`src/pvcr_consts.vh`:
```
// constants for the vendor control and configuration register bank
// assumes a clause-22 style management frame engine sits in the register bank that includes it
// Behaviour
// - link control enable resets to the autonomy strap value
// - mode field: 0000 keep, 0011 normal, 1100 standby, 1011 sleep request
// - retrain bit 9 pulses a training restart and reads back zero
// - test field 8:6: none, modes one to five, bypass, reserved
// - cable test bit 5 starts test with one, stops with zero; the code only pulses a start on one, a zero write stops nothing
// - configuration words writable only while unlock bit 2 is set
// - in disable mode inhibit output follows inhibit configuration bit
// - wake request bit 0 makes transmitter send idle symbols
// - role bit 15 of word one: one master, zero slave
// - role, autonomy, interface and address bits reset from straps
// - interface field: MII, RMII 50 MHz ref, RMII crystal, reverse MII
// - sleep handshake bit 6 demands peer confirmation before sleep
// - indicator enable bit 3 shares pin between indicator and wake
// - with indicator off, wake honoured only in sleep, sleep req, standby
// - sleep-on-request bit 0 moves normal to sleep request on group
// - address 15:11 is 001 plus two strap bits, feeds scrambler seed
// - averaging field selects 32, 64, 128 or 256 symbols
// - thresholds: 000 none, 001..111 class A..G; warn A, fail none
// - bad-symbol counter counts at most once per packet
// - counter saturates at FFFF, clears on read, survives link disable
// - link disable returns link status bits to defaults
`ifndef PVCR_CONSTS_VH
`define PVCR_CONSTS_VH
`define PVCR_REG_EXT_CTRL   5'h11
`define PVCR_REG_CFG1       5'h12
`define PVCR_REG_CFG2       5'h13
`define PVCR_REG_SYMCNT     5'h14
`define PVCR_ADDR_HI        3'h1
`define PVCR_MODE_KEEP      4'h0
`define PVCR_MODE_NORMAL    4'h3
`define PVCR_MODE_STANDBY   4'hC
`define PVCR_MODE_SLEEPREQ  4'hB
`define PVCR_OPM_DISABLE    3'h0
`define PVCR_OPM_NORMAL     3'h1
`define PVCR_OPM_STANDBY    3'h2
`define PVCR_OPM_SLEEPREQ   3'h3
`define PVCR_OPM_SLEEP      3'h4
`define PVCR_EXT_RST_LOW    15'h0002
`define PVCR_CFG1_RST_MASK  16'h3CA3
`define PVCR_CFG2_RST       11'h05
`define PVCR_CFG2_RST_LO    11'h045
`define PVCR_CFG1_RST       16'h0811
`define PVCR_SMI_PREAMBLE   6'h20
`endif

```
`src/pvcr_sync.v`:
```
// two-flop synchroniser bank for pins from outside the core clock domain
// assumes the core reset is already released synchronously
`timescale 1ns/100ps
module pvcr_sync #(
  parameter W = 1
) (
  input  wire         clk_in,
  input  wire         rst_b_in,
  input  wire [W-1:0] async_in,
  output wire [W-1:0] sync_out
);
  reg [W-1:0] meta_q;
  reg [W-1:0] sync_q;
  // first stage feeds only the second stage
  always @(posedge clk_in or negedge rst_b_in) begin
    if (!rst_b_in) begin
      meta_q <= {W{1'b0}};
      sync_q <= {W{1'b0}};
    end else begin
      meta_q <= async_in;
      sync_q <= meta_q;
    end
  end
  assign sync_out = sync_q;
endmodule

```
`src/pvcr_regs.v`:
```
// vendor control/config register bank behind the serial management port
// assumes MDC and MDIO are raw pins; straps stable at reset release
`timescale 1ns/100ps
`include "pvcr_consts.vh"
module pvcr_regs (
  input  wire        CORE_CLK_IN,
  input  wire        RST_B_IN,
  input  wire        MDC_IN,
  input  wire        MDIO_IN,
  output wire        MDIO_OUT,
  output wire        MDIO_OE_OUT,
  input  wire        STRAP_ROLE_IN,
  input  wire        STRAP_AUTO_IN,
  input  wire [1:0]  STRAP_MII_IN,
  input  wire [1:0]  STRAP_ADDR_IN,
  input  wire        SYM_ERR_IN,
  input  wire        PKT_END_IN,
  input  wire        LPS_GROUP_IN,
  input  wire        PEER_CONFIRM_IN,
  input  wire        LINK_UP_IN,
  input  wire        RX_FRAME_IN,
  input  wire        CARRIER_IN,
  input  wire        WAKE_PIN_IN,
  output reg  [2:0]  OP_MODE_OUT,
  output reg         CTRL_FAULT_OUT,
  output reg         RETRAIN_OUT,
  output reg         CABLE_TEST_OUT,
  output reg  [2:0]  TEST_MODE_OUT,
  output reg         SCR_BYPASS_OUT,
  output reg  [1:0]  LOOPBACK_OUT,
  output reg         LINK_CTRL_OUT,
  output reg         INHIBIT_OUT,
  output reg         WAKE_IDLE_TX_OUT,
  output reg         ROLE_MASTER_OUT,
  output reg  [1:0]  MAC_IF_OUT,
  output reg  [8:0]  AVG_SYMBOLS_OUT,
  output reg  [2:0]  WARN_THRESH_OUT,
  output reg  [2:0]  FAIL_THRESH_OUT,
  output reg  [4:0]  SCR_SEED_OUT,
  output reg         INDICATOR_OUT,
  output reg         INDICATOR_OE_OUT,
  output reg         LOCAL_WAKE_OUT,
  output reg         LINK_STATUS_OUT
);
  // reset release through two flops
  reg rst_m_q;
  reg rst_s_q;
  always @(posedge CORE_CLK_IN or negedge RST_B_IN) begin
    if (!RST_B_IN) begin
      rst_m_q <= 1'b0;
      rst_s_q <= 1'b0;
    end else begin
      rst_m_q <= 1'b1;
      rst_s_q <= rst_m_q;
    end
  end
  wire rst_b = rst_s_q;

  // pins sampled into the core domain
  wire [2:0] pin_s;
  pvcr_sync #(.W(3)) u_sync (
    .clk_in   (CORE_CLK_IN),
    .rst_b_in (rst_b),
    .async_in ({MDC_IN, MDIO_IN, WAKE_PIN_IN}),
    .sync_out (pin_s)
  );
  wire mdc_s  = pin_s[2];
  wire mdio_s = pin_s[1];
  wire wake_s = pin_s[0];
  reg  mdc_q;
  always @(posedge CORE_CLK_IN or negedge rst_b) begin
    if (!rst_b) mdc_q <= 1'b0;
    else        mdc_q <= mdc_s;
  end
  wire mdc_rise = mdc_s & ~mdc_q;
  wire mdc_fall = ~mdc_s & mdc_q;

  // strap capture one cycle after release, not in the async branch
  reg straps_done_q;
  reg [5:0] strap_q;
  always @(posedge CORE_CLK_IN or negedge rst_b) begin
    if (!rst_b) begin
      straps_done_q <= 1'b0;
      strap_q       <= 6'h00;
    end else if (!straps_done_q) begin
      straps_done_q <= 1'b1;
      strap_q <= {STRAP_ROLE_IN, STRAP_AUTO_IN, STRAP_MII_IN, STRAP_ADDR_IN};
    end
  end

  // management frame engine: preamble, start, op, phy addr, reg addr, data
  localparam S_IDLE = 2'h0;
  localparam S_HDR  = 2'h1;
  localparam S_DATA = 2'h2;
  reg [1:0]  st_q;
  reg [5:0]  pre_q;
  reg [4:0]  cnt_q;
  reg [13:0] hdr_q;
  reg [15:0] sh_q;
  reg        oe_q;
  reg        wr_stb;
  reg        rd_stb;
  reg [15:0] rd_data;
  wire [4:0] my_addr = {`PVCR_ADDR_HI, strap_q[1:0]};
  wire       hdr_ok  = hdr_q[13:12] == 2'h1 && hdr_q[9:5] == my_addr;
  wire       is_rd   = hdr_q[11:10] == 2'h2;
  wire       is_wr   = hdr_q[11:10] == 2'h1;
  wire [4:0] reg_a   = hdr_q[4:0];

  always @(posedge CORE_CLK_IN or negedge rst_b) begin
    if (!rst_b) begin
      st_q   <= S_IDLE;
      pre_q  <= 6'h00;
      cnt_q  <= 5'h00;
      hdr_q  <= 14'h0000;
      sh_q   <= 16'h0000;
      oe_q   <= 1'b0;
      wr_stb <= 1'b0;
      rd_stb <= 1'b0;
    end else begin
      wr_stb <= 1'b0;
      rd_stb <= 1'b0;
      if (mdc_rise) begin
        case (st_q)
          S_IDLE: begin
            if (mdio_s) begin
              if (pre_q != `PVCR_SMI_PREAMBLE) pre_q <= pre_q + 6'h01;
            end else if (pre_q == `PVCR_SMI_PREAMBLE) begin
              st_q  <= S_HDR;
              cnt_q <= 5'h00;
              hdr_q <= 14'h0000;
            end else begin
              pre_q <= 6'h00;
            end
          end
          S_HDR: begin
            // start bit zero already seen; collect 13 more header bits
            hdr_q <= {hdr_q[12:0], mdio_s};
            cnt_q <= cnt_q + 5'h01;
            if (cnt_q == 5'h0C) begin
              st_q  <= S_DATA;
              cnt_q <= 5'h00;
            end
          end
          S_DATA: begin
            cnt_q <= cnt_q + 5'h01;
            if (!oe_q) sh_q <= {sh_q[14:0], mdio_s};
            if (cnt_q == 5'h11) begin
              st_q  <= S_IDLE;
              pre_q <= 6'h00;
              oe_q  <= 1'b0;
              if (hdr_ok && is_wr) wr_stb <= 1'b1;
            end
          end
          default: st_q <= S_IDLE;
        endcase
      end
      // turnaround then drive read data on falling edges
      if (mdc_fall && st_q == S_DATA) begin
        if (cnt_q == 5'h01 && hdr_ok && is_rd) begin
          oe_q   <= 1'b1;
          sh_q   <= rd_data;
          rd_stb <= 1'b1;
        end else if (oe_q && cnt_q > 5'h02) begin
          sh_q <= {sh_q[14:0], 1'b0};
        end
      end
      if (st_q == S_HDR) hdr_q[13] <= 1'b0;
    end
  end
  assign MDIO_OUT    = sh_q[15];
  assign MDIO_OE_OUT = oe_q;

  // register storage
  reg [14:0] ext_q;      // bits 14:0 of the control word
  reg        link_q;
  reg [15:0] cfg1_q;
  reg [10:0] cfg2_q;
  reg [15:0] symcnt_q;
  reg        pkt_hit_q;
  wire unlock = ext_q[2];
  wire [3:0] mode_req = sh_q[14:11];
  wire mode_bad = mode_req != `PVCR_MODE_KEEP &&
                  mode_req != `PVCR_MODE_NORMAL &&
                  mode_req != `PVCR_MODE_STANDBY &&
                  mode_req != `PVCR_MODE_SLEEPREQ;

  always @(*) begin
    case (reg_a)
      `PVCR_REG_EXT_CTRL: rd_data = {link_q, 4'h0, ext_q[10], 1'b0,
                                     ext_q[8:6], 1'b0, ext_q[4:0]};
      `PVCR_REG_CFG1:     rd_data = {cfg1_q[15:13], 1'b0, cfg1_q[11:0]};
      `PVCR_REG_CFG2:     rd_data = {my_addr, cfg2_q};
      `PVCR_REG_SYMCNT:   rd_data = symcnt_q;
      default:            rd_data = 16'h0000;
    endcase
  end

  // control, configuration and mode state
  always @(posedge CORE_CLK_IN or negedge rst_b) begin
    if (!rst_b) begin
      ext_q          <= `PVCR_EXT_RST_LOW;
      link_q         <= 1'b0;
      cfg1_q         <= `PVCR_CFG1_RST;
      cfg2_q         <= `PVCR_CFG2_RST_LO;
      OP_MODE_OUT    <= `PVCR_OPM_DISABLE;
      CTRL_FAULT_OUT <= 1'b0;
      RETRAIN_OUT    <= 1'b0;
      CABLE_TEST_OUT <= 1'b0;
    end else begin
      CTRL_FAULT_OUT <= 1'b0;
      RETRAIN_OUT    <= 1'b0;
      CABLE_TEST_OUT <= 1'b0;  // one-cycle command, not a level
      if (straps_done_q == 1'b0) begin
        link_q <= STRAP_AUTO_IN;
        cfg1_q[15:14] <= {STRAP_ROLE_IN, STRAP_AUTO_IN};
        cfg1_q[9:8]   <= STRAP_MII_IN;
      end
      if (wr_stb && reg_a == `PVCR_REG_EXT_CTRL) begin
        link_q     <= sh_q[15];
        ext_q[10]  <= sh_q[10];
        ext_q[8:0] <= {sh_q[8:6], 1'b0, sh_q[4:0]};
        RETRAIN_OUT <= sh_q[9];
        CABLE_TEST_OUT <= sh_q[5];
        if (mode_bad) CTRL_FAULT_OUT <= 1'b1;
        else if (mode_req == `PVCR_MODE_NORMAL)
          OP_MODE_OUT <= `PVCR_OPM_NORMAL;
        else if (mode_req == `PVCR_MODE_STANDBY)
          OP_MODE_OUT <= `PVCR_OPM_STANDBY;
        else if (mode_req == `PVCR_MODE_SLEEPREQ)
          OP_MODE_OUT <= `PVCR_OPM_SLEEPREQ;
      end else begin
        ext_q[5] <= 1'b0;
        // automatic sleep request on low-power code group
        if (OP_MODE_OUT == `PVCR_OPM_NORMAL && LPS_GROUP_IN && cfg1_q[0])
          OP_MODE_OUT <= `PVCR_OPM_SLEEPREQ;
        else if (OP_MODE_OUT == `PVCR_OPM_SLEEPREQ &&
                 (!cfg1_q[6] || PEER_CONFIRM_IN))
          OP_MODE_OUT <= `PVCR_OPM_SLEEP;
      end
      if (wr_stb && reg_a == `PVCR_REG_CFG1 && unlock)
        cfg1_q <= {sh_q[15:13], 1'b0, sh_q[11:0]};
      if (wr_stb && reg_a == `PVCR_REG_CFG2 && unlock)
        cfg2_q <= sh_q[10:0];
    end
  end

  // bad-symbol counter, once per packet, saturating, clear on read
  always @(posedge CORE_CLK_IN or negedge rst_b) begin
    if (!rst_b) begin
      symcnt_q  <= 16'h0000;
      pkt_hit_q <= 1'b0;
    end else begin
      if (PKT_END_IN) pkt_hit_q <= 1'b0;
      else if (SYM_ERR_IN) pkt_hit_q <= 1'b1;
      // an error in the read cycle itself still counts
      if (rd_stb && reg_a == `PVCR_REG_SYMCNT)
        symcnt_q <= {15'h0000, SYM_ERR_IN & ~pkt_hit_q};
      else if (SYM_ERR_IN && !pkt_hit_q && symcnt_q != 16'hFFFF)
        symcnt_q <= symcnt_q + 16'h0001;
    end
  end

  // decoded outputs registered from the stored words
  always @(posedge CORE_CLK_IN or negedge rst_b) begin
    if (!rst_b) begin
      TEST_MODE_OUT    <= 3'h0;
      SCR_BYPASS_OUT   <= 1'b0;
      LOOPBACK_OUT     <= 2'h0;
      LINK_CTRL_OUT    <= 1'b0;
      INHIBIT_OUT      <= 1'b1;
      WAKE_IDLE_TX_OUT <= 1'b0;
      ROLE_MASTER_OUT  <= 1'b0;
      MAC_IF_OUT       <= 2'h0;
      AVG_SYMBOLS_OUT  <= 9'h020;
      WARN_THRESH_OUT  <= 3'h1;
      FAIL_THRESH_OUT  <= 3'h0;
      SCR_SEED_OUT     <= 5'h00;
      INDICATOR_OUT    <= 1'b0;
      INDICATOR_OE_OUT <= 1'b0;
      LOCAL_WAKE_OUT   <= 1'b0;
      LINK_STATUS_OUT  <= 1'b0;
    end else begin
      // codes 1..5 are test modes, 6 bypass, 7 reserved acts as none
      TEST_MODE_OUT  <= (ext_q[8:6] <= 3'h5) ? ext_q[8:6] : 3'h0;
      SCR_BYPASS_OUT <= ext_q[8:6] == 3'h6;
      LOOPBACK_OUT   <= ext_q[4:3];
      LINK_CTRL_OUT  <= link_q;
      INHIBIT_OUT    <= (OP_MODE_OUT == `PVCR_OPM_DISABLE) ?
                        ext_q[1] : 1'b1;
      WAKE_IDLE_TX_OUT <= ext_q[0];
      ROLE_MASTER_OUT  <= cfg1_q[15];
      MAC_IF_OUT       <= cfg1_q[9:8];
      AVG_SYMBOLS_OUT  <= 9'h020 << cfg2_q[10:9];
      WARN_THRESH_OUT  <= cfg2_q[8:6];
      FAIL_THRESH_OUT  <= cfg2_q[5:3];
      SCR_SEED_OUT     <= my_addr;
      INDICATOR_OE_OUT <= cfg1_q[3];
      case (cfg1_q[5:4])
        2'h0:    INDICATOR_OUT <= cfg1_q[3] & LINK_UP_IN;
        2'h1:    INDICATOR_OUT <= cfg1_q[3] & RX_FRAME_IN;
        2'h2:    INDICATOR_OUT <= cfg1_q[3] & SYM_ERR_IN;
        default: INDICATOR_OUT <= cfg1_q[3] & CARRIER_IN;
      endcase
      LOCAL_WAKE_OUT <= ~cfg1_q[3] & wake_s &
                        (OP_MODE_OUT == `PVCR_OPM_SLEEP ||
                         OP_MODE_OUT == `PVCR_OPM_SLEEPREQ ||
                         OP_MODE_OUT == `PVCR_OPM_STANDBY);
      LINK_STATUS_OUT <= link_q & LINK_UP_IN;
    end
  end
endmodule

```
`config.mk`:
```
export PLATFORM = sky130hd
export DESIGN_NAME = pvcr_regs
export DESIGN_NICKNAME = d
export VERILOG_FILES = /design/src/pvcr_sync.v /design/src/pvcr_regs.v
export VERILOG_INCLUDE_DIRS = /design/src /design/src/src
export SDC_FILE = /design/constraint.sdc
export NUM_CORES = 1
export LEC_CHECK = 0
export ABC_AREA = 1
export BUFFER_PORTS_ARGS = -buffer_cell sky130_fd_sc_hd__buf_2
export CAP_MARGIN = 20
export CORE_MARGIN = 5
export CORE_UTILIZATION = 58
export CTS_BUF_LIST = sky130_fd_sc_hd__clkbuf_8
export CTS_CLUSTER_DIAMETER = 120
export DETAILED_ROUTE_END_ITERATION = 16
export PLACE_DENSITY = 0.78
export SETUP_SLACK_MARGIN = 0.15
export SYNTH_ARGS = -nofsm -noshare
export SYNTH_HDL_FRONTEND = slang
export SYNTH_SLANG_ARGS = --single-unit
```
`constraint.sdc`:
```
create_clock -name CORE_CLK_IN -period 5.2 [get_ports CORE_CLK_IN]
set_input_delay 0.78 -clock CORE_CLK_IN [delete_from_list [all_inputs] [get_ports CORE_CLK_IN]]
set_output_delay 0.78 -clock CORE_CLK_IN [all_outputs]
set_load 0.02 [all_outputs]
```
==> impl_metrics.prom, run 1 <==
# TYPE chip_impl_metric gauge
chip_impl_metric{name="number_of_buffers_inserted_during_clock_tree_synthesis",unit=""} 17
chip_impl_metric{name="hpwlAfterDp",unit="mm"} 12.66
chip_impl_metric{name="first_global_vias",unit=""} 5826
chip_impl_metric{name="grtUsageTotal",unit="%"} 24.99
chip_impl_info{name="critPathLaunchType",value="register"} 1
chip_impl_metric{name="place.detailed.instances",unit=""} 1130
chip_impl_metric{name="grt_remaining_overflow",unit=""} 0
chip_impl_metric{name="dp_worst_setup_slack",unit="ns"} 2.790
chip_impl_info{name="worstHoldPathType",value="in -> async"} 1
chip_impl_metric{name="synthesis.yosys.warnings",unit=""} 0
chip_impl_metric{name="synth_edf_count",unit=""} 0
chip_impl_info{name="path_class",value="reg -> reg"} 1
chip_impl_metric{name="floorplan.initialDensity",unit="%"} 59.14
chip_impl_info{name="rsz_0062_raised_after_global_routing",value="no"} 1
chip_impl_metric{name="port_buffers",unit=""} 54
chip_impl_metric{name="gp_congestion",unit=""} 0.9442
chip_impl_metric{name="post-route-cell-area",unit="mm^2"} 0.008134
chip_impl_metric{name="hold_violations",unit=""} 0
chip_impl_metric{name="synth.yosys.seq_area_share",unit="%"} 48.98
chip_impl_metric{name="post_cts_resized",unit=""} 0
chip_impl_info{name="synth_top_flop_cell",value="sky130_fd_sc_hd__dfrtp_1"} 1
chip_impl_metric{name="synth.avg_cell_area",unit="um^2"} 7.976
chip_impl_metric{name="min_period",unit="ns"} 2.515
chip_impl_metric{name="drive_gt1_share",unit="%"} 13.23
chip_impl_metric{name="vias",unit=""} 6412
chip_impl_metric{name="die_width",unit="um"} 123.2
chip_impl_info{name="outcome",value="finished, final reports clean"} 1
chip_impl_metric{name="number_of_h_tree_branching_levels",unit=""} 4
chip_impl_metric{name="drt.antenna.violating_nets",unit=""} 0
chip_impl_metric{name="syn_to_final_growth",unit="%"} 9.426
chip_impl_metric{name="cts-root-to-sink-buffers",unit=""} 2
chip_impl_metric{name="yosysUniqueCellTypes",unit=""} 43
chip_impl_metric{name="vdd_drop_max",unit="uV"} 238.4
chip_impl_info{name="clock-root-buffer",value="sky130_fd_sc_hd__clkbuf_8"} 1
chip_impl_metric{name="clock-sinks",unit=""} 145
chip_impl_metric{name="fp.dieH",unit="um"} 123.2
chip_impl_metric{name="final_core_util",unit="%"} 64.72
chip_impl_metric{name="final_min_period_over_clock_period",unit="%"} 48.37
chip_impl_metric{name="worst_r2r_path_depth",unit=""} 7
chip_impl_metric{name="grt_first_pass_wirelength",unit="mm"} 29.23
chip_impl_metric{name="cts-hold-fix-buffers",unit=""} 0
chip_impl_metric{name="drc_violation_count_after_routing",unit=""} 0
chip_impl_metric{name="wl_per_cell",unit="um"} 15.38
chip_impl_metric{name="setup_ws",unit="ns"} 2.685
chip_impl_metric{name="r2r_slack",unit="ns"} 2.68
chip_impl_info{name="synthTopCellsByArea",value="sky130_fd_sc_hd__dfrtp_1 45%, sky130_fd_sc_hd__nand2_1 13%, sky130_fd_sc_hd__nand3_1 8.8%, sky130_fd_sc_hd__inv_1 5.0%, sky130_fd_sc_hd__nand4_1 4.2%"} 1
chip_impl_metric{name="setup_total_negative_slack",unit="ns"} 0
chip_impl_metric{name="setup_viol_count_final",unit=""} 0
chip_impl_metric{name="crit_required",unit="ns"} 5.55
chip_impl_info{name="r2r_start",value="hdr_q[0]"} 1
chip_impl_metric{name="later_pin_clock_latency_in_the_skew_report",unit="ns"} 0.46
chip_impl_metric{name="antenna_cells",unit=""} 0
chip_impl_metric{name="fp.coreArea",unit="mm^2"} 0.01257
chip_impl_metric{name="route.detailed.vias_per_inst",unit=""} 5.518
chip_impl_metric{name="maxSlewHeadroom",unit="%"} 34.45
chip_impl_metric{name="syn_inst",unit=""} 932
chip_impl_metric{name="cts.clk_slew.worst_paths",unit="ns"} 0.09
chip_impl_metric{name="placed_cell_area",unit="mm^2"} 0.007764
chip_impl_metric{name="rows",unit=""} 41
chip_impl_metric{name="maxCapViolCount",unit=""} 0
chip_impl_metric{name="layoutNonFillerInstCount",unit=""} 1162
chip_impl_metric{name="grt_start_max_net_pins",unit=""} 60
chip_impl_metric{name="critPathMaxFanout",unit=""} 32
chip_impl_info{name="critPathCapture",value="cfg1_q[14]"} 1
chip_impl_metric{name="postCtsSetupBuffers",unit=""} 0
chip_impl_metric{name="power.static_leakage",unit="nW"} 4.142
chip_impl_metric{name="finalMaxSlewViolations",unit=""} 0
chip_impl_info{name="worstSetupEndpointType",value="register"} 1
chip_impl_info{name="library_cell_occupying_the_most_area_in_the_post_synthesis_netlist",value="sky130_fd_sc_hd__dfrtp_1"} 1
chip_impl_metric{name="drtPass1Iterations",unit=""} 8
chip_impl_metric{name="die-area",unit="mm^2"} 0.01518
chip_impl_info{name="worstSetupStartpoint",value="hdr_q[0]"} 1
chip_impl_metric{name="finalWirelength",unit="mm"} 17.87
chip_impl_info{name="worst_r2r_endpoint",value="cfg1_q[14]"} 1
chip_impl_metric{name="tightestPinTransition",unit="ns"} 0.9808
chip_impl_metric{name="drt_iter0_markers",unit=""} 598
chip_impl_metric{name="synth_seq_cells",unit=""} 145
chip_impl_metric{name="design.portCount",unit=""} 62
chip_impl_metric{name="nNetsFinal",unit=""} 1006
chip_impl_metric{name="max_freq",unit="MHz"} 397.6
chip_impl_info{name="most-common-layout-cells",value="265 x sky130_fd_sc_hd__nand2_1, 134 x sky130_fd_sc_hd__dfrtp_1, 130 x sky130_fd_sc_hd__nand3_1"} 1
chip_impl_metric{name="power.density_cell_area",unit="mW/mm^2"} 264.5
chip_impl_metric{name="skew",unit="ns"} 0.01168
chip_impl_metric{name="synth_largest_type_area_fraction",unit="%"} 45.45
chip_impl_info{name="tritoncts_clock_tree",value="built"} 1
chip_impl_metric{name="post_synthesis_instance_area",unit="mm^2"} 0.007433
chip_impl_metric{name="ys_async_sr_fraction",unit="%"} 100.0
chip_impl_metric{name="critical_path_arrival",unit="ns"} 2.87
chip_impl_info{name="layout_commonest_cell",value="sky130_fd_sc_hd__nand2_1"} 1
chip_impl_metric{name="antenna_found_initial",unit=""} 0
critical path, cell delays in order (launching register included):
cell and delay [ns]:
sky130_fd_sc_hd__dfrtp_1 0.81, sky130_fd_sc_hd__inv_2 0.24, sky130_fd_sc_hd__nand2_1 0.18, sky130_fd_sc_hd__nor2_4 0.07, sky130_fd_sc_hd__nand2_1 0.72, sky130_fd_sc_hd__o211ai_1 0.17, sky130_fd_sc_hd__o21ai_1 0.13, sky130_fd_sc_hd__inv_1 0.07
where the power goes:
group | internal [mW] | switching, mW
Combinational | 0.0386 | 0.0783
Clock | 0.382 | 0.451
Sequential | 1.16 | 0.0418
Total | 1.58 | 0.571
registers in the layout (all words and copies together) (netlist names), 4 cells and up:
name	count
ext_q	9
cfg2_q	11
pre_q	6
hdr_q	14
cfg1_q	15
cnt_q	5
sh_q	16
AVG_SYMBOLS_OUT	4
symcnt_q	16
metrics by stage:
step / power, mW / hold WS, ns
CTS: 2.167 / 0.07814
floorplan: 1.302 / 0.3312
detailed placement: 1.343 / 0.3471
global placement: 1.337 / 0.3317
finish: 2.151 / 0.09360
global route: 2.243 / 0.07021
Yosys cell counts (2+ instances only):
cell and count:
sky130_fd_sc_hd__nor3_1 8, sky130_fd_sc_hd__nor2_4 4, sky130_fd_sc_hd__nor3_4 2, sky130_fd_sc_hd__nand4_1 50, sky130_fd_sc_hd__nand3_1 130, sky130_fd_sc_hd__buf_4 10, sky130_fd_sc_hd__nand3b_1 3, sky130_fd_sc_hd__ha_1 11
sky130_fd_sc_hd__nor2_8 2, sky130_fd_sc_hd__buf_2 16, sky130_fd_sc_hd__inv_2 8, sky130_fd_sc_hd__nand2_2 5, sky130_fd_sc_hd__nor2_1 46, sky130_fd_sc_hd__a31oi_1 3, sky130_fd_sc_hd__a21oi_1 5, sky130_fd_sc_hd__o21ai_1 34
sky130_fd_sc_hd__clkinv_1 2, sky130_fd_sc_hd__o211ai_1 6, sky130_fd_sc_hd__nand3_2 2, sky130_fd_sc_hd__dfstp_2 10, sky130_fd_sc_hd__conb_1 2, sky130_fd_sc_hd__nor3b_1 2, sky130_fd_sc_hd__o21ai_0 33, sky130_fd_sc_hd__dfrtp_1 135
sky130_fd_sc_hd__nand2_1 265, sky130_fd_sc_hd__nor2_2 4, sky130_fd_sc_hd__xor2_1 10, sky130_fd_sc_hd__clkbuf_1 10, sky130_fd_sc_hd__inv_1 100
worst min path at each step:
stage                          to  slack (ns)             start  depth (start not counted)
2_1_floorplan               rst_b        0.33           rst_m_q                          0
3_3_place_gp   u_sync.sync_out[0]        0.33  u_sync.meta_q[0]                          0
3_5_place_dp   u_sync.sync_out[2]        0.35  u_sync.meta_q[2]                          0
4_1_cts                     rst_b        0.08          RST_B_IN                          1
5_1_grt                     rst_b        0.07          RST_B_IN                          1
6_report                  rst_m_q        0.09          RST_B_IN                          1
area by class of cell:
cell class,instances,area [um^2]
clock buffers,17,234.0
clock inverters,15,136.4
fillers,1048,4434
inverters,111,421.7
multi-input cells,645,3189
flip-flops and latches,145,3645
well taps,172,215.2
repair buffers,57,292.8
per-layer routing:
| layer | up-vias | global-route usage (%) | share of wire (%) |
|---|---|---|---|
| li1 | 3126 | - | - |
| met1 | 3015 | 34.88 | 44 |
| met2 | 245 | 37.51 | 46 |
| met3 | 26 | 7.777 | 8.7 |
| met4 | 0 | 7.820 | 1.6 |
| met5 | - | 0 | 0 |
kinds of logic (layout without fill, tap and decap cells):
kind of cell	count (synthesis)	in the layout	synth area share, %
buf+inv	149	200	8.467
xor+xnor	11	11	1.296
flops	145	145	48.98
simple gates	529	529	33.18
fa+ha+maj	11	11	1.852
compound gates	85	85	6.127
other cells	2	9	0.1010
No activity file was read; power rests on OpenSTA's default activity.
==> run 2: changes to the inputs <==
--- a/config.mk
+++ b/config.mk
@@ -6,15 +6,15 @@
 export SDC_FILE = /design/constraint.sdc
 export NUM_CORES = 1
 export LEC_CHECK = 0
-export ABC_AREA = 1
+export ABC_AREA = 0
 export BUFFER_PORTS_ARGS = -buffer_cell sky130_fd_sc_hd__buf_2
 export CAP_MARGIN = 20
 export CORE_MARGIN = 5
-export CORE_UTILIZATION = 58
+export CORE_UTILIZATION = 56
 export CTS_BUF_LIST = sky130_fd_sc_hd__clkbuf_8
 export CTS_CLUSTER_DIAMETER = 120
 export DETAILED_ROUTE_END_ITERATION = 16
-export PLACE_DENSITY = 0.78
+export PLACE_DENSITY = 0.79
 export SETUP_SLACK_MARGIN = 0.15
 export SYNTH_ARGS = -nofsm -noshare
 export SYNTH_HDL_FRONTEND = slang
==> constraint.sdc (replaced) <==
create_clock -name CORE_CLK_IN -period 2.1 [get_ports CORE_CLK_IN]
set_input_delay 0.315 -clock CORE_CLK_IN [delete_from_list [all_inputs] [get_ports CORE_CLK_IN]]
set_output_delay 0.315 -clock CORE_CLK_IN [all_outputs]
set_load 0.02 [all_outputs]
==> run 2 against run 1 <==
Critical path depth rose by 2. Via count fell by 16%. Clock power rose by 130%. Worst hold slack got worse by 0.010 ns. Area after synthesis fell by 8.3%. Synthesized cell count fell by 32%. Critical path type unchanged. Largest cell class unchanged.
==> impl_metrics.prom, run 2 <==
# TYPE chip_impl_metric gauge
chip_impl_metric{name="drt_iter0_markers",unit=""} 472
chip_impl_metric{name="synth_edf_count",unit=""} 0
chip_impl_metric{name="nNetsFinal",unit=""} 752
chip_impl_info{name="top_flop_regs",value="sh_q: 16 flops, symcnt_q: 16 flops, cfg1_q: 15 flops"} 1
chip_impl_metric{name="fp.dieH",unit="um"} 120.3
chip_impl_metric{name="grt_remaining_overflow",unit=""} 0
chip_impl_metric{name="max_freq",unit="MHz"} 506.6
chip_impl_metric{name="post_synth_mux_area_share",unit="%"} 6.900
chip_impl_metric{name="ys_async_sr_fraction",unit="%"} 100.0
chip_impl_info{name="rsz_0062_raised_after_global_routing",value="yes"} 1
chip_impl_metric{name="power.static_leakage",unit="nW"} 3.687
chip_impl_metric{name="wl_per_cell",unit="um"} 19.13
chip_impl_metric{name="yosysUniqueCellTypes",unit=""} 66
chip_impl_metric{name="die_width",unit="um"} 120.3
chip_impl_info{name="clock-root-buffer",value="sky130_fd_sc_hd__clkbuf_8"} 1
chip_impl_metric{name="grt_first_pass_wirelength",unit="mm"} 27.30
chip_impl_info{name="worstSetupStartpoint",value="st_q[0]"} 1
chip_impl_metric{name="grt_start_max_net_pins",unit=""} 79
chip_impl_metric{name="hpwlAfterDp",unit="mm"} 11.53
chip_impl_info{name="synth_top_flop_cell",value="sky130_fd_sc_hd__dfrtp_1"} 1
chip_impl_metric{name="post_synthesis_share_of_cell_area_spent_on_xor_and_xnor_gates",unit="%"} 1.542
chip_impl_metric{name="final_core_util",unit="%"} 67.38
chip_impl_info{name="timing.critical_path.cells",value="inv_2 -> ha_4 -> inv_2 -> or3_4 -> buf_4 -> buf_12 -> o21ai_4 -> mux2i_1 -> o2bb2ai_2"} 1
chip_impl_metric{name="syn_to_final_growth",unit="%"} 18.22
chip_impl_metric{name="min_period",unit="ns"} 1.974
chip_impl_info{name="path_class",value="reg -> reg"} 1
chip_impl_metric{name="hold_violations",unit=""} 0
chip_impl_metric{name="vias",unit=""} 5374
chip_impl_metric{name="post_synthesis_compound_gate_area_fraction",unit="%"} 15.51
chip_impl_metric{name="setup_viol_count_final",unit=""} 0
chip_impl_metric{name="synthesis.yosys.warnings",unit=""} 0
chip_impl_metric{name="drt.antenna.violating_nets",unit=""} 0
chip_impl_info{name="r2r_start",value="st_q[0]"} 1
chip_impl_metric{name="design.portCount",unit=""} 62
chip_impl_info{name="synth_commonest_cells",value="135 x sky130_fd_sc_hd__dfrtp_1, 63 x sky130_fd_sc_hd__nand2_1, 45 x sky130_fd_sc_hd__nor2_1"} 1
chip_impl_metric{name="post_synthesis_instance_area",unit="mm^2"} 0.006818
chip_impl_metric{name="rows",unit=""} 40
chip_impl_info{name="post-synth-top-count-cell",value="sky130_fd_sc_hd__dfrtp_1"} 1
chip_impl_metric{name="skew",unit="ns"} 0.01156
chip_impl_metric{name="gp_congestion",unit=""} 0.9255
chip_impl_metric{name="route.detailed.vias_per_inst",unit=""} 6.086
chip_impl_metric{name="synth_largest_type_area_fraction",unit="%"} 49.55
chip_impl_metric{name="drtPass1Iterations",unit=""} 5
chip_impl_info{name="worstSetupEndpointType",value="register"} 1
chip_impl_metric{name="clock-sinks",unit=""} 145
chip_impl_metric{name="post-route-cell-area",unit="mm^2"} 0.008060
chip_impl_metric{name="critPathMaxFanout",unit=""} 12
chip_impl_metric{name="basic_gate_share_of_the_synthesized_area_counting_and_or_nand_and_nor_cells",unit="%"} 16.44
chip_impl_metric{name="setup_ws",unit="ns"} 0.1259
chip_impl_metric{name="synth_fa_ha_area_share",unit="%"} 2.019
chip_impl_info{name="outcome",value="finished, final reports clean"} 1
chip_impl_info{name="most-common-layout-cells",value="133 x sky130_fd_sc_hd__dfrtp_1, 63 x sky130_fd_sc_hd__nand2_1, 54 x sky130_fd_sc_hd__buf_2"} 1
chip_impl_info{name="worstHoldPathType",value="in -> reg"} 1
chip_impl_info{name="critPathLaunchType",value="register"} 1
chip_impl_metric{name="cts.clk_slew.worst_paths",unit="ns"} 0.07
chip_impl_metric{name="fp.coreArea",unit="mm^2"} 0.01196
chip_impl_metric{name="syn_inst",unit=""} 633
chip_impl_metric{name="power.density_cell_area",unit="mW/mm^2"} 661.7
chip_impl_metric{name="maxSlewHeadroom",unit="%"} 65.97
chip_impl_info{name="library_cell_occupying_the_most_area_in_the_post_synthesis_netlist",value="sky130_fd_sc_hd__dfrtp_1"} 1
chip_impl_info{name="hold_start",value="LINK_UP_IN"} 1
chip_impl_metric{name="finalWirelength",unit="mm"} 16.89
chip_impl_metric{name="placed_cell_area",unit="mm^2"} 0.007410
chip_impl_metric{name="synth.yosys.seq_area_share",unit="%"} 53.40
chip_impl_metric{name="drive_gt1_share",unit="%"} 27.85
chip_impl_metric{name="final_min_period_over_clock_period",unit="%"} 94.01
chip_impl_info{name="layout_commonest_cell",value="sky130_fd_sc_hd__dfrtp_1"} 1
chip_impl_metric{name="die-area",unit="mm^2"} 0.01448
chip_impl_info{name="synth_top_family_by_area",value="simple AND/OR/NAND/NOR gates"} 1
chip_impl_metric{name="later_pin_clock_latency_in_the_skew_report",unit="ns"} 0.46
chip_impl_metric{name="finalMaxSlewViolations",unit=""} 0
chip_impl_metric{name="place.detailed.instances",unit=""} 830
chip_impl_info{name="worst_path_most_repeated_cell",value="sky130_fd_sc_hd__inv_2"} 1
chip_impl_metric{name="vdd_drop_max",unit="uV"} 525.0
chip_impl_metric{name="maxCapViolCount",unit=""} 0
chip_impl_metric{name="drc_violation_count_after_routing",unit=""} 0
chip_impl_metric{name="layoutNonFillerInstCount",unit=""} 883
chip_impl_metric{name="floorplan.initialDensity",unit="%"} 57.00
chip_impl_metric{name="cts-root-to-sink-buffers",unit=""} 2
chip_impl_metric{name="critical_path_arrival",unit="ns"} 2.31
chip_impl_info{name="synthTopCellsByArea",value="sky130_fd_sc_hd__dfrtp_1 50%, sky130_fd_sc_hd__mux2_2 5.0%, sky130_fd_sc_hd__dfstp_2 3.9%, sky130_fd_sc_hd__nand2_1 3.5%, sky130_fd_sc_hd__a22o_1 2.7%"} 1
chip_impl_metric{name="first_global_vias",unit=""} 5147
chip_impl_metric{name="grtUsageTotal",unit="%"} 24.00
chip_impl_metric{name="antenna_cells",unit=""} 0
chip_impl_metric{name="port_buffers",unit=""} 54
chip_impl_metric{name="number_of_buffers_inserted_during_clock_tree_synthesis",unit=""} 17
chip_impl_metric{name="synth_seq_cells",unit=""} 145
chip_impl_metric{name="crit_required",unit="ns"} 2.43
chip_impl_metric{name="dp_worst_setup_slack",unit="ns"} -0.03542
chip_impl_metric{name="synth.avg_cell_area",unit="um^2"} 10.77
chip_impl_metric{name="crit_path_largest_cell_delay",unit="ns"} 0.39
chip_impl_info{name="tritoncts_clock_tree",value="built"} 1
chip_impl_info{name="cp_slowest_cell",value="sky130_fd_sc_hd__dfrtp_1"} 1
chip_impl_metric{name="tightestPinTransition",unit="ns"} 0.5066
chip_impl_metric{name="number_of_h_tree_branching_levels",unit=""} 4
chip_impl_metric{name="antenna_found_initial",unit=""} 0
-- run 2: final timing paths --
path | slack (ns) | depth (start not counted) | to
max in group asynchronous | 1.16 | 1 | cfg1_q[4]
worst min register to register | 0.21 | 0 | pre_q[5]
worst min-delay path | 0.08 | 2 | LINK_STATUS_OUT
worst max register to register | 0.13 | 9 | sh_q[14]
worst max-delay path | 0.13 | 9 | sh_q[14]
min in group asynchronous | 0.16 | 2 | rst_b
-- run 2: cell families (layout without fill, tap and decap cells) --
group           Yosys count  count (layout)
other cells               2               9
mux                      42              42
buf+inv                  58             154
simple gates            220             220
fa+ha+maj                11              11
compound gates          143             143
xor+xnor                 12              12
flops                   145             145
-- run 2: layout make-up --
| cell class | count | area (um^2) |
|---|---|---|
| fill | 863 | 3901 |
| timing repair buffer | 110 | 790.8 |
| clock buffer | 18 | 247.7 |
| clock inverter | 14 | 91.34 |
| sequential | 145 | 3646 |
| tap | 147 | 183.9 |
| inverter | 12 | 45.04 |
| multi-input combinational | 437 | 3055 |
-- run 2: per-stage QoR --
step / setup TNS, ns / total power [mW] / hold WS [ns]
global route: 0 / 5.570 / 0.06213
global placement: 0 / 3.392 / 0.09997
CTS: 0 / 5.341 / 0.06505
finish: 0 / 5.334 / 0.08311
detailed placement: -0.03542 / 3.419 / 0.1037
floorplan: 0 / 3.283 / 0.01941
-- run 2: report_power, final --
part	switching [mW]	internal (mW)	total (mW)	leakage, nW
combinational	0.211	0.154	0.365	1.67
sequential	0.159	2.89	3.05	1.83
clock	1.08	0.837	1.91	0.181
total	1.45	3.89	5.33	3.69
-- run 2: critical path: cells and delay by family, from the launching register on --
kind,cells,cell delay (ns)
buffers and inverters,4,0.42
AO/OA/AOI/OAI,2,0.24
flip-flops,1,0.39
multiplexers,1,0.27
adder cells (fa/ha/maj),1,0.14
AND/OR/NAND/NOR,1,0.39
-- run 2: per-layer routing --
metal  share of wire [%]  vias up  global-route usage (%)
li1                    -     2457                       -
met1                  43     2654                   34.64
met2                  48      235                   36.74
met3                 7.8       28                   5.098
met4                 1.7        0                   7.436
met5                   0        -                       0
-- run 2: what timing repair did --
item,CTS,global route
hold buffers,5,0
pin swaps,7,8
hold endpoints to repair,6,0
endpoints found under the setup margin,33,37
buffers inserted,5,10
gates resized for setup,15,13
cloned,0,1
==> run 3: changes to the inputs <==
--- a/config.mk
+++ b/config.mk
@@ -9,6 +9,7 @@
 export ABC_AREA = 0
 export BUFFER_PORTS_ARGS = -buffer_cell sky130_fd_sc_hd__buf_2
 export CAP_MARGIN = 20
+export CORE_ASPECT_RATIO = 0.5
 export CORE_MARGIN = 5
 export CORE_UTILIZATION = 56
 export CTS_BUF_LIST = sky130_fd_sc_hd__clkbuf_8
==> run 3 against run 2 <==
Clock-buffer cell count shrank 1. Worst hold slack improved by 0.0024 ns. Critical path depth is 3 lower. Routed wire length down 4.6%. Clock power is 14% higher. Fmax grew 2.4%. Register-to-register slack better by 0.05 ns. Worst setup slack gained 0.045 ns. Via count decreased by 0.71%.
==> impl_metrics.prom, run 3 (synthesis results as in run 2) <==
# TYPE chip_impl_metric gauge
chip_impl_info{name="outcome",value="finished, final reports clean"} 1
chip_impl_metric{name="setup_viol_count_final",unit=""} 0
chip_impl_metric{name="finalMaxSlewViolations",unit=""} 0
chip_impl_metric{name="drive_gt1_share",unit="%"} 27.52
chip_impl_metric{name="skew",unit="ns"} 0.01094
chip_impl_metric{name="number_of_buffers_inserted_during_clock_tree_synthesis",unit=""} 17
chip_impl_metric{name="die_width",unit="um"} 166.0
chip_impl_metric{name="grt_remaining_overflow",unit=""} 0
chip_impl_metric{name="critPathMaxFanout",unit=""} 6
chip_impl_metric{name="port_buffers",unit=""} 54
chip_impl_metric{name="cts-root-to-sink-buffers",unit=""} 2
chip_impl_metric{name="maxSlewHeadroom",unit="%"} 67.38
chip_impl_metric{name="first_global_vias",unit=""} 5214
chip_impl_metric{name="antenna_found_initial",unit=""} 0
chip_impl_metric{name="syn_to_final_growth",unit="%"} 18.06
chip_impl_metric{name="cp.depth",unit=""} 6
chip_impl_metric{name="clock-sinks",unit=""} 145
chip_impl_metric{name="tightestPinTransition",unit="ns"} 0.4756
chip_impl_metric{name="power.density_cell_area",unit="mW/mm^2"} 692.0
chip_impl_metric{name="finalWirelength",unit="mm"} 16.11
chip_impl_info{name="critPathTopFamily",value="simple AND/OR/NAND/NOR gates"} 1
chip_impl_info{name="rsz_0062_raised_after_global_routing",value="yes"} 1
chip_impl_metric{name="setup_ws",unit="ns"} 0.1713
chip_impl_metric{name="crit_required",unit="ns"} 2.48
chip_impl_info{name="worstHoldPathType",value="in -> reg"} 1
chip_impl_metric{name="floorplan.initialDensity",unit="%"} 57.41
chip_impl_metric{name="fp.dieH",unit="um"} 88.02
chip_impl_metric{name="cts.clk_slew.worst_paths",unit="ns"} 0.09
chip_impl_metric{name="wl_per_cell",unit="um"} 18.15
chip_impl_metric{name="drtPass1Iterations",unit=""} 5
chip_impl_metric{name="nNetsFinal",unit=""} 739
chip_impl_metric{name="whs_path_depth",unit=""} 2
chip_impl_metric{name="final_min_period_over_clock_period",unit="%"} 91.84
chip_impl_metric{name="power.static_leakage",unit="nW"} 3.617
chip_impl_metric{name="antenna_cells",unit=""} 0
chip_impl_metric{name="grt_first_pass_wirelength",unit="mm"} 26.74
chip_impl_metric{name="worst_r2r_path_depth",unit=""} 6
chip_impl_metric{name="critical_path_arrival",unit="ns"} 2.31
chip_impl_metric{name="max_freq",unit="MHz"} 518.5
chip_impl_metric{name="dp_worst_setup_slack",unit="ns"} 0.02665
chip_impl_metric{name="route.detailed.vias_per_inst",unit=""} 6.009
chip_impl_info{name="most-common-layout-cells",value="133 x sky130_fd_sc_hd__dfrtp_1, 63 x sky130_fd_sc_hd__nand2_1, 54 x sky130_fd_sc_hd__buf_2"} 1
chip_impl_metric{name="setup_total_negative_slack",unit="ns"} 0
chip_impl_metric{name="cp_num_buf_inv",unit=""} 0
chip_impl_metric{name="design.portCount",unit=""} 62
chip_impl_info{name="worstSetupEndpointType",value="register"} 1
chip_impl_info{name="critPathLaunchType",value="register"} 1
chip_impl_info{name="layout_commonest_cell",value="sky130_fd_sc_hd__dfrtp_1"} 1
chip_impl_metric{name="maxCapViolCount",unit=""} 0
chip_impl_metric{name="total_power",unit="mW"} 5.570
chip_impl_metric{name="drt.antenna.violating_nets",unit=""} 0
chip_impl_info{name="timing.critical_path.cells",value="ha_2 -> and4bb_1 -> o21ai_2 -> a311o_1 -> or4_1 -> nand3_1"} 1
chip_impl_metric{name="later_pin_clock_latency_in_the_skew_report",unit="ns"} 0.45
chip_impl_metric{name="hpwlAfterDp",unit="mm"} 11.13
chip_impl_metric{name="drt_iter0_markers",unit=""} 542
chip_impl_metric{name="rows",unit=""} 28
chip_impl_info{name="path_class",value="reg -> reg"} 1
chip_impl_metric{name="min_period",unit="ns"} 1.929
chip_impl_metric{name="vdd_drop_max",unit="uV"} 436.7
chip_impl_info{name="cp_slowest_cell",value="sky130_fd_sc_hd__or4_1"} 1
chip_impl_info{name="tritoncts_clock_tree",value="built"} 1
chip_impl_metric{name="drc_violation_count_after_routing",unit=""} 0
chip_impl_info{name="clock-root-buffer",value="sky130_fd_sc_hd__clkbuf_8"} 1
chip_impl_metric{name="fp.coreArea",unit="mm^2"} 0.01188
chip_impl_metric{name="die-area",unit="mm^2"} 0.01461
chip_impl_info{name="top_flop_regs",value="sh_q: 16 flops, symcnt_q: 16 flops, cfg1_q: 15 flops"} 1
chip_impl_metric{name="fillers",unit=""} 865
chip_impl_metric{name="grtUsageTotal",unit="%"} 23.08
chip_impl_metric{name="gp_congestion",unit=""} 0.9352
chip_impl_metric{name="vias",unit=""} 5336
chip_impl_metric{name="hold_violations",unit=""} 0
chip_impl_metric{name="grt_start_max_net_pins",unit=""} 50
chip_impl_metric{name="crit_path_largest_cell_delay",unit="ns"} 0.48
chip_impl_metric{name="number_of_h_tree_branching_levels",unit=""} 4
==> run 3: cell types whose count changed in the layout (fill, tap and decap cells not counted), sizes merged <==
cell      before  now
inv           16   21
bufinv         0    1
clkinv         8    2
buf          104   92
clkbuf        19   17
clkinvlp       2    3
==> run 3: worst reg2reg max path, cell delays in order (launching register included) <==
cell	delay, ns
sky130_fd_sc_hd__dfrtp_2	0.43
sky130_fd_sc_hd__ha_2	0.20
sky130_fd_sc_hd__and4bb_1	0.24
sky130_fd_sc_hd__o21ai_2	0.08
sky130_fd_sc_hd__a311o_1	0.35
sky130_fd_sc_hd__or4_1	0.48
sky130_fd_sc_hd__nand3_1	0.09
==> run 3: final cells by class <==
type / count / area, um^2 / area share [%]
Sequential cell: 145 / 3646 / 45.30
Inverter: 12 / 45.04 / 0.5596
Clock inverter: 15 / 152.6 / 1.896
Timing Repair Buffer: 97 / 688.2 / 8.550
Tap cell: 165 / 206.4 / 2.565
Clock buffer: 17 / 234.0 / 2.907
Multi-Input combinational cell: 437 / 3077 / 38.22
==> run 3: power breakdown <==
group	internal (mW)	switching, mW	leakage [nW]
logic	0.148	0.195	1.59
clock network	0.980	1.20	0.194
registers	2.89	0.158	1.83
==> run 3: path summary, 6_finish.rpt <==
kind	startpoint	end	slack (ns)
max	cnt_q[0]	pre_q[3]	0.17
max reg2reg	cnt_q[0]	pre_q[3]	0.17
min	LINK_UP_IN	LINK_STATUS_OUT	0.09
min reg2reg	rst_b	u_sync.meta_q[1]	0.29
max in group asynchronous	rst_b	AVG_SYMBOLS_OUT[5]	1.03
min in group asynchronous	RST_B_IN	rst_b	0.18
==> run 3: stage by stage <==
stage          std cells  utilization, %  hold slack, ns  cell area [um^2]
2_1_floorplan        640               -         0.01941              6863
3_3_place_gp         845           62.49          0.1011              7422
3_5_place_dp         845           62.49          0.1025              7422
4_1_cts              884           66.57         0.06657              7906
5_1_grt              888           67.77         0.05667              8049
6_report             888           67.77         0.08554              8049
==> run 3: layer usage <==
layer  track usage, %  wire [um]  vias to the layer above
met5                0          0                        -
met4            7.635        352                        0
met3            6.222       1377                       37
met2            37.20       7410                      245
met1            31.05       6973                     2613
li1                 -          -                     2441
==> run 3: timing repair <==
item	4_1_cts	5_1_grt
gates resized for setup	8	24
hold buffers	5	0
endpoints found under the hold margin	6	0
cloned	0	0
pin swaps	4	4
setup endpoints to repair	27	56
setup buffers	2	4
